==> src/verilog/spcg_pkg.sv <==
// Constants and types for the sleep-mode port clock gating block
package spcg_pkg;

  // ----------------------------------------------------------------
  // Geometry
  // ----------------------------------------------------------------
  localparam int          SPCG_NPORT       = 5;
  localparam int          SPCG_PIDX_W      = 3;
  localparam int          SPCG_FCNT_W      = 8;

  // ----------------------------------------------------------------
  // Address map (byte addresses)
  // ----------------------------------------------------------------
  localparam logic [31:0] SPCG_BASE        = 32'h400F_E000;
  localparam logic [11:0] SPCG_OFF_RUN_CFG = 12'h060;
  localparam logic [11:0] SPCG_OFF_RUN     = 12'h108;
  localparam logic [11:0] SPCG_OFF_SLEEP   = 12'h118;
  localparam logic [11:0] SPCG_OFF_DEEP    = 12'h128;
  localparam logic [11:0] SPCG_OFF_INT_ST  = 12'h200;
  localparam logic [11:0] SPCG_OFF_INT_EN  = 12'h204;
  localparam logic [11:0] SPCG_OFF_INT_CLR = 12'h208;
  localparam logic [11:0] SPCG_OFF_GATE_ST = 12'h20C;
  localparam logic [11:0] SPCG_OFF_FCNT    = 12'h210;

  // ----------------------------------------------------------------
  // Fields and reset values
  // ----------------------------------------------------------------
  localparam int          SPCG_PORT_A_BIT  = 0;
  localparam int          SPCG_PORT_E_BIT  = 4;
  localparam int          SPCG_ACG_BIT     = 27;
  localparam int          SPCG_GST_MODE_LO = 8;
  localparam logic [4:0]  SPCG_GATE_RST    = 5'h00;
  localparam logic [31:0] SPCG_WORD_ZERO   = 32'h0000_0000;
  localparam logic [7:0]  SPCG_FCNT_MAX    = 8'hFF;

  // ----------------------------------------------------------------
  // Bus encodings
  // ----------------------------------------------------------------
  localparam logic        SPCG_HRESP_OKAY  = 1'b0;

  typedef enum logic [1:0] {SPCG_RUN, SPCG_SLEEP, SPCG_DEEP} spcg_mode_t;

endpackage

==> src/verilog/spcg_gate_if.sv <==
// Gate bundle passed between the top and its selector and fault checker
`timescale 1ns/1ps
interface spcg_gate_if;
  import spcg_pkg::*;
  logic [SPCG_NPORT-1:0] run_gate;
  logic [SPCG_NPORT-1:0] sleep_gate;
  logic [SPCG_NPORT-1:0] deep_gate;
  logic                  auto_clock_gating_select;
  spcg_mode_t            mode;
  logic [SPCG_NPORT-1:0] active_gate;

  modport sel (input run_gate, input sleep_gate, input deep_gate,
               input auto_clock_gating_select, input mode, output active_gate);
  modport chk (input active_gate);
  modport top (output run_gate, output sleep_gate, output deep_gate,
               output auto_clock_gating_select, output mode, input active_gate);
endinterface

==> src/verilog/spcg_top.sv <==
// Port clock gating control with run, sleep and deep-sleep gate registers
//
// Functional notes
// - In Sleep, ports with their gate bit set keep their clock.
// - In Sleep, ports with their gate bit clear lose their clock.
// - Any access to an unclocked port is answered with a bus fault.
// - Sleep gate register resets to all zeros.
// - Gate bits: port E bit 4 down to port A bit 0.
// - Bits 31 to 5 read zero and ignore writes.
// - Run, sleep and deep-sleep registers apply in their own mode.
// - Sleep and deep-sleep registers apply only when auto gating is selected.
// - Sleep gate register sits at offset 0x118 from the control base.
//
// Our own choice: the AHB-Lite interface to the registers.
`timescale 1ns/1ps
module spcg_top (
  // Clock and reset
  input  wire logic                          mclk,
  input  wire logic                          rst_n,
  // AHB-Lite slave
  input  wire logic                          hsel,
  input  wire logic [31:0]                   haddr,
  input  wire logic [1:0]                    htrans,
  input  wire logic                          hwrite,
  input  wire logic [2:0]                    hsize,
  input  wire logic [31:0]                   hwdata,
  input  wire logic                          hready,
  output logic                               hreadyout,
  output logic                               hresp,
  output logic [31:0]                        hrdata,
  // Power mode from the processor
  input  wire spcg_pkg::spcg_mode_t          sys_mode,
  // Port clock enables
  output logic [spcg_pkg::SPCG_NPORT-1:0]    port_clk_en,
  // Port access check
  input  wire logic                          port_acc_req,
  input  wire logic [spcg_pkg::SPCG_PIDX_W-1:0] port_acc_sel,
  output logic                               port_acc_ok,
  output logic                               port_acc_fault,
  // Interrupt
  output logic                               irq
);
  import spcg_pkg::*;

  // ----------------------------------------------------------------
  // Reset release
  // ----------------------------------------------------------------
  logic rst_meta_q;
  logic rst_sync_n;

  always_ff @(posedge mclk or negedge rst_n) begin
    if (!rst_n) begin
      rst_meta_q <= 1'b0;
      rst_sync_n <= 1'b0;
    end else begin
      rst_meta_q <= 1'b1;
      rst_sync_n <= rst_meta_q;
    end
  end

  // ----------------------------------------------------------------
  // Declarations
  // ----------------------------------------------------------------
  spcg_gate_if gif ();

  logic                  dp_valid_q;
  logic                  dp_write_q;
  logic [11:0]           dp_off_q;
  logic                  ap_take;
  logic                  ap_hit;
  logic                  wr_en;

  logic [SPCG_NPORT-1:0] run_gate_q;
  logic [SPCG_NPORT-1:0] run_gate_d;
  logic [SPCG_NPORT-1:0] sleep_gate_q;
  logic [SPCG_NPORT-1:0] sleep_gate_d;
  logic [SPCG_NPORT-1:0] deep_gate_q;
  logic [SPCG_NPORT-1:0] deep_gate_d;
  logic                  acg_q;
  logic                  acg_d;
  logic [SPCG_NPORT-1:0] int_st_q;
  logic [SPCG_NPORT-1:0] int_st_d;
  logic [SPCG_NPORT-1:0] int_en_q;
  logic [SPCG_NPORT-1:0] int_en_d;
  logic [SPCG_NPORT-1:0] int_clr;
  logic [SPCG_FCNT_W-1:0] fcnt_q;
  logic [SPCG_FCNT_W-1:0] fcnt_d;

  logic [SPCG_NPORT-1:0] port_clk_en_q;
  logic [31:0]           hrdata_q;
  logic [31:0]           rd_word;
  logic                  irq_q;
  logic                  fault_pulse;
  logic [SPCG_NPORT-1:0] fault_port;

  // ----------------------------------------------------------------
  // Bus address phase
  // ----------------------------------------------------------------
  // Only the upper 20 bits of the base are compared; bits 11:2 index the register
  assign ap_take = hsel && htrans[1] && hready;
  assign ap_hit  = (haddr[31:12] == SPCG_BASE[31:12]);

  always_ff @(posedge mclk or negedge rst_sync_n) begin
    if (!rst_sync_n) begin
      dp_valid_q <= 1'b0;
      dp_write_q <= 1'b0;
      dp_off_q   <= 12'h000;
    end else if (hready) begin
      dp_valid_q <= ap_take && ap_hit;
      dp_write_q <= hwrite;
      dp_off_q   <= {haddr[11:2], 2'h0};
    end
  end

  // Writes land in the data phase
  assign wr_en = dp_valid_q && dp_write_q;

  // ----------------------------------------------------------------
  // Gate registers
  // ----------------------------------------------------------------
  always_comb begin
    run_gate_d   = run_gate_q;
    sleep_gate_d = sleep_gate_q;
    deep_gate_d  = deep_gate_q;
    acg_d        = acg_q;
    int_en_d     = int_en_q;
    int_clr      = '0;
    if (wr_en) begin
      case (dp_off_q)
        SPCG_OFF_RUN_CFG: acg_d = hwdata[SPCG_ACG_BIT];
        SPCG_OFF_RUN:     run_gate_d = hwdata[SPCG_PORT_E_BIT:SPCG_PORT_A_BIT];
        // Upper bits are not stored, so writes to them vanish
        SPCG_OFF_SLEEP:   sleep_gate_d = hwdata[SPCG_PORT_E_BIT:SPCG_PORT_A_BIT];
        SPCG_OFF_DEEP:    deep_gate_d = hwdata[SPCG_PORT_E_BIT:SPCG_PORT_A_BIT];
        SPCG_OFF_INT_EN:  int_en_d = hwdata[SPCG_NPORT-1:0];
        SPCG_OFF_INT_CLR: int_clr = hwdata[SPCG_NPORT-1:0];
        default:          ;
      endcase
    end
  end

  always_ff @(posedge mclk or negedge rst_sync_n) begin
    if (!rst_sync_n) begin
      run_gate_q   <= SPCG_GATE_RST;
      sleep_gate_q <= SPCG_GATE_RST;
      deep_gate_q  <= SPCG_GATE_RST;
      acg_q        <= 1'b0;
    end else begin
      run_gate_q   <= run_gate_d;
      sleep_gate_q <= sleep_gate_d;
      deep_gate_q  <= deep_gate_d;
      acg_q        <= acg_d;
    end
  end

  // ----------------------------------------------------------------
  // Mode selection and clock enables
  // ----------------------------------------------------------------
  assign gif.run_gate   = run_gate_q;
  assign gif.sleep_gate = sleep_gate_q;
  assign gif.deep_gate  = deep_gate_q;
  assign gif.auto_clock_gating_select        = acg_q;
  assign gif.mode       = sys_mode;

  spcg_gate_sel u_sel (
    .gif (gif.sel)
  );

  // Registered so the enable reaching the port cells is glitch free
  always_ff @(posedge mclk or negedge rst_sync_n) begin
    if (!rst_sync_n) begin
      port_clk_en_q <= SPCG_GATE_RST;
    end else begin
      port_clk_en_q <= gif.active_gate;
    end
  end

  assign port_clk_en = port_clk_en_q;

  // ----------------------------------------------------------------
  // Port access check
  // ----------------------------------------------------------------
  spcg_fault_chk u_chk (
    .clk          (mclk),
    .rst_sync_n   (rst_sync_n),
    .acc_req      (port_acc_req),
    .acc_port     (port_acc_sel),
    .gif          (gif.chk),
    .acc_ok_q     (port_acc_ok),
    .acc_fault_q  (fault_pulse),
    .fault_port_q (fault_port)
  );

  assign port_acc_fault = fault_pulse;

  // ----------------------------------------------------------------
  // Interrupt status, enable and fault count
  // ----------------------------------------------------------------
  // A fault in the clearing cycle stays set
  assign int_st_d = (int_st_q & ~int_clr) | fault_port;

  always_comb begin
    fcnt_d = fcnt_q;
    if (fault_pulse && (fcnt_q != SPCG_FCNT_MAX)) begin
      fcnt_d = fcnt_q + SPCG_FCNT_W'(1);
    end
    if (wr_en && (dp_off_q == SPCG_OFF_FCNT)) begin
      fcnt_d = '0;
    end
  end

  always_ff @(posedge mclk or negedge rst_sync_n) begin
    if (!rst_sync_n) begin
      int_st_q <= '0;
      int_en_q <= '0;
      fcnt_q   <= '0;
      irq_q    <= 1'b0;
    end else begin
      int_st_q <= int_st_d;
      int_en_q <= int_en_d;
      fcnt_q   <= fcnt_d;
      irq_q    <= |(int_st_d & int_en_d);
    end
  end

  assign irq = irq_q;

  // ----------------------------------------------------------------
  // Read path
  // ----------------------------------------------------------------
  // Built from next values so a read right behind a write sees it
  always_comb begin
    rd_word = SPCG_WORD_ZERO;
    case ({haddr[11:2], 2'h0})
      SPCG_OFF_RUN_CFG: rd_word[SPCG_ACG_BIT] = acg_d;
      SPCG_OFF_RUN:     rd_word[SPCG_NPORT-1:0] = run_gate_d;
      SPCG_OFF_SLEEP:   rd_word[SPCG_NPORT-1:0] = sleep_gate_d;
      SPCG_OFF_DEEP:    rd_word[SPCG_NPORT-1:0] = deep_gate_d;
      SPCG_OFF_INT_ST:  rd_word[SPCG_NPORT-1:0] = int_st_d;
      SPCG_OFF_INT_EN:  rd_word[SPCG_NPORT-1:0] = int_en_d;
      SPCG_OFF_GATE_ST: begin
        rd_word[SPCG_NPORT-1:0] = gif.active_gate;
        rd_word[SPCG_GST_MODE_LO+1:SPCG_GST_MODE_LO] = sys_mode;
      end
      SPCG_OFF_FCNT:    rd_word[SPCG_FCNT_W-1:0] = fcnt_d;
      default:          rd_word = SPCG_WORD_ZERO;
    endcase
  end

  always_ff @(posedge mclk or negedge rst_sync_n) begin
    if (!rst_sync_n) begin
      hrdata_q <= SPCG_WORD_ZERO;
    end else if (ap_take && ap_hit && !hwrite) begin
      hrdata_q <= rd_word;
    end else if (hready) begin
      hrdata_q <= SPCG_WORD_ZERO;
    end
  end

  // Zero wait states, always OKAY
  assign hrdata    = hrdata_q;
  assign hreadyout = 1'b1;
  assign hresp     = SPCG_HRESP_OKAY;

endmodule

==> src/verilog/spcg_gate_sel.sv <==
// Picks the gate register that applies in the current power mode
`timescale 1ns/1ps
module spcg_gate_sel (
  spcg_gate_if.sel gif
);
  import spcg_pkg::*;

  always_comb begin
    gif.active_gate = gif.run_gate;
    if (gif.auto_clock_gating_select) begin
      case (gif.mode)
        SPCG_RUN:   gif.active_gate = gif.run_gate;
        SPCG_SLEEP: gif.active_gate = gif.sleep_gate;
        SPCG_DEEP:  gif.active_gate = gif.deep_gate;
        default:    gif.active_gate = gif.run_gate;
      endcase
    end else begin
      gif.active_gate = gif.run_gate;
    end
  end

endmodule

==> src/verilog/spcg_fault_chk.sv <==
// Answers each port access with a completion or a bus fault
`timescale 1ns/1ps
module spcg_fault_chk (
  // Clock and reset
  input  wire logic                         clk,
  input  wire logic                         rst_sync_n,
  // Access attempt
  input  wire logic                         acc_req,
  input  wire logic [spcg_pkg::SPCG_PIDX_W-1:0] acc_port,
  spcg_gate_if.chk                          gif,
  // Answer
  output logic                              acc_ok_q,
  output logic                              acc_fault_q,
  output logic [spcg_pkg::SPCG_NPORT-1:0]   fault_port_q
);
  import spcg_pkg::*;

  logic in_range;
  logic clocked;

  // Unknown port numbers fault too, so a bad decode never hangs the bus
  assign in_range = (acc_port < SPCG_PIDX_W'(SPCG_NPORT));
  assign clocked  = in_range && gif.active_gate[acc_port];

  always_ff @(posedge clk or negedge rst_sync_n) begin
    if (!rst_sync_n) begin
      acc_ok_q     <= 1'b0;
      acc_fault_q  <= 1'b0;
      fault_port_q <= '0;
    end else begin
      acc_ok_q     <= acc_req && clocked;
      acc_fault_q  <= acc_req && !clocked;
      fault_port_q <= '0;
      if (acc_req && !clocked && in_range) begin
        fault_port_q[acc_port] <= 1'b1;
      end
    end
  end

endmodule

==> config.mk <==
export PLATFORM = sky130hd
export DESIGN_NAME = spcg_top
export DESIGN_NICKNAME = d
export VERILOG_FILES = /design/src/verilog/spcg_pkg.sv /design/src/verilog/spcg_gate_if.sv /design/src/verilog/spcg_top.sv /design/src/verilog/spcg_gate_sel.sv /design/src/verilog/spcg_fault_chk.sv
export SDC_FILE = /design/constraint.sdc
export NUM_CORES = 1
export LEC_CHECK = 0
export BUFFER_PORTS_ARGS = -buffer_cell sky130_fd_sc_hd__buf_4
export CAP_MARGIN = 20
export CORE_MARGIN = 2
export CORE_UTILIZATION = 45
export DETAILED_ROUTE_END_ITERATION = 16
export HOLD_SLACK_MARGIN = 0.15
export PLACE_DENSITY = 0.82
export SLEW_MARGIN = 20
export SYNTH_ARGS = -nofsm -noshare
export SYNTH_HDL_FRONTEND = slang
export SYNTH_SLANG_ARGS = --single-unit
==> constraint.sdc <==
create_clock -name mclk -period 2.4 [get_ports mclk]
set_input_delay 0.36 -clock mclk [delete_from_list [all_inputs] [get_ports mclk]]
set_output_delay 0.36 -clock mclk [all_outputs]
set_load 0.01 [all_outputs]
==> results.json <==
{
  "top_layer_used": "met4",
  "vias": 2936,
  "htree_levels": 3,
  "synth_cells": 331,
  "wl_per_cell_um": 17.04,
  "worstHoldPathCells": 2,
  "rows": 33,
  "clk_path_buf_depth": 2,
  "ir_drop_v": 0.0003385,
  "dr.pass1.iters": 4,
  "synth_common_cells": "72 x dfrtp_1, 28 x mux2_2, 24 x buf_4",
  "status": "finished, final reports clean",
  "fmax_mhz": 452.2,
  "worst_pin_slew_ns": 0.8623,
  "multi_input_area_sq_um": 1714,
  "cp-end-kind": "register",
  "hp-class": "input port to register",
  "async_flop_share": 1.000,
  "pre_cts_ws_ns": -0.02447,
  "syn_area_per_cell_sq_um": 11.18,
  "grt_pass1_wl_mm": 14.35,
  "ant_nets": 0,
  "crit_fanout": 7,
  "portBuffers": 66,
  "ys_warn_count": 0,
  "finalHoldViolCount": 0,
  "design.core.area_sq_um": 8093,
  "routed-wl-met2_mm": 4.466,
  "cts_setup_buffers": 0,
  "vias_per_cell": 5.657,
  "drt_iter0_markers": 273,
  "synth.area.top_cells": "dfrtp_1 49%, mux2_2 8.5%, buf_4 4.9%",
  "powerDensity_nw_per_um2": 605.8,
  "met1_length_mm": 3.629,
  "netlist_area_sq_um": 3701,
  "fin_crit_sh": 0.9215,
  "drc": 0,
  "rsz0062_at_grt": "false",
  "path_clk_slew_ns": 0.07,
  "tritoncts": "built",
  "fin_ws_ns": 0.1884,
  "fin_crit_ns": 2.212,
  "insertion_delay_ns": 0.35,
  "leakagePower_nw": 2.036,
  "yosysMostFrequentCell": "dfrtp_1",
  "finalSetupViolCount": 0,
  "dp_hpwl_mm": 6.717,
  "seq_area_sq_um": 1803,
  "skew_ns": 0.008759,
  "route.met3.wl_um": 618,
  "dieArea_sq_um": 8966,
  "ioPinCount": 122,
  "ys_types": 58,
  "synth.top_cell.area_share": 0.4868,
  "synth-seq-cells": 72,
  "grt_max_degree": 71,
  "initial_core_util": 0.4573,
  "grt_usage": 0.2103,
  "drt-total-wl_mm": 8.842,
  "nets": 494,
  "die_x_um": 94.69,
  "first_global_vias": 2964,
  "ys_seq_area_frac": 0.4868,
  "reg2reg_depth": 6,
  "antenna_found_initial": 0,
  "nFillCells": 706,
  "dieHeight_um": 94.69,
  "num_antenna_cells": 0,
  "criticalPathCategory": "register to register",
  "syn2layout_area_growth_pct": 20.32,
  "place.gp.congestion": 0.8770,
  "synth_area_leader_cell": "dfrtp_1",
  "overflow": 0,
  "cts_root_buf": "clkbuf_8",
  "setup_tns_ns": 0,
  "slew_headroom": 0.4251,
  "layout-drive-gt1-share": 0.3213,
  "synth_edf_count": 0,
  "synth_top_flop_cell": "dfrtp_1",
  "start_kind": "register",
  "worst_ep_arrival_time_ns": 2.41,
  "cts_buffers": 9,
  "clock-sinks": 72,
  "drv_slew": 0,
  "required_ns": 2.60,
  "drv_cap": 0
}
-- logic make-up after synthesis --
group / count (synthesis) / synth area share
XOR/XNOR: 4 / 0.009468
buffers and inverters: 46 / 0.07404
multiplexers: 34 / 0.1048
AO/OA/AOI/OAI: 54 / 0.1122
AND/OR/NAND/NOR: 116 / 0.2005
flip-flops: 72 / 0.4868
adder cells (fa/ha/maj): 3 / 0.01014
other: 2 / 0.002029
-- state kept, by name (all words and copies together) (netlist names) --
register / count
acg_q: 1
irq: 1
rst_sync_n: 1
u_chk.acc_ok_q: 1
int_st_q: 5
u_chk.acc_fault_q: 1
u_chk.fault_port_q: 5
hrdata: 11
gif.run_gate: 5
fcnt_q: 8
dp_valid_q: 1
dp_off_q: 10
deep_gate_q: 5
rst_meta_q: 1
dp_write_q: 1
int_en_q: 5
port_clk_en: 5
gif.sleep_gate: 5
-- placed cells by master (no fill, tap or decap), drive strengths merged, types with 9 or more instances in the layout --
cell    synthesis  routed
nand3          10      10
nand4          12      12
nand2          21      21
nor2           14      14
o21ai           9       9
clkbuf          7      12
dfrtp          72      72
inv            11      11
buf            28      81
mux2           28      28
conb            2      24
nor4            9       9
-- worst max-delay path, cell delays in order (launching register included) --
cell      delay, ns
dfrtp_1        0.44
nor4_4         0.30
buf_4          0.20
nand3_1        0.23
mux2_2         0.38
a221oi_1       0.34
a32oi_1        0.16
-- final timing paths --
check | startpoint | to | slack [ns]
worst max-delay path | dp_off_q[5]$_DFFE_PN0P_ | hrdata[0]$_DFFE_PN0P_ | 0.19
worst min-delay path | port_acc_sel[1] | u_chk.fault_port_q[1]$_DFF_PN0_ | 0.21
worst max register to register | dp_off_q[5]$_DFFE_PN0P_ | hrdata[0]$_DFFE_PN0P_ | 0.19
worst min register to register | rst_meta_q$_DFF_PN0_ | rst_sync_n$_DFF_PN0_ | 0.36
max in group asynchronous | rst_sync_n$_DFF_PN0_ | port_clk_en[0]$_DFF_PN0_ | 1.37
min in group asynchronous | rst_n | rst_sync_n$_DFF_PN0_ | 0.32
-- stage by stage --
step / instance area, sq um / std cells / hold slack, ns / power (mW) / utilization
2_1_floorplan: 3784 / 353 / 0.06441 / 1.777 / -
3_3_place_gp: 4292 / 504 / 0.1426 / 1.911 / 0.5303
3_5_place_dp: 4292 / 504 / 0.1433 / 1.940 / 0.5303
4_1_cts: 4447 / 519 / 0.2040 / 2.704 / 0.5495
5_1_grt: 4453 / 519 / 0.1989 / 2.836 / 0.5502
6_report: 4453 / 519 / 0.2098 / 2.698 / 0.5502
-- layout make-up --
type | instances | share of cell area
clock inverter | 2 | 0.002248
multi-input combinational | 235 | 0.3849
tap | 105 | 0.02950
clock buffer | 12 | 0.03035
sequential | 72 | 0.4049
inverter | 11 | 0.009272
timing repair buffer | 82 | 0.1388
-- power breakdown --
group / total [mW] / internal (mW) / switching, mW
clock network: 0.771 / 0.361 / 0.410
registers: 1.45 / 1.33 / 0.116
logic: 0.479 / 0.231 / 0.247
-- routing by layer --
metal | global-route usage | vias up
li1 | - | 1345
met1 | 0.2697 | 1448
met2 | 0.3623 | 128
met3 | 0.05028 | 15
met4 | 0.04710 | 0
met5 | 0 | -
-- timing repair --
item,CTS,global route
hold buffers,1,0
endpoints found under the setup margin,0,1
hold endpoints to repair,2,0
gates resized for setup,0,1
Power figures use the tool's default switching activity.
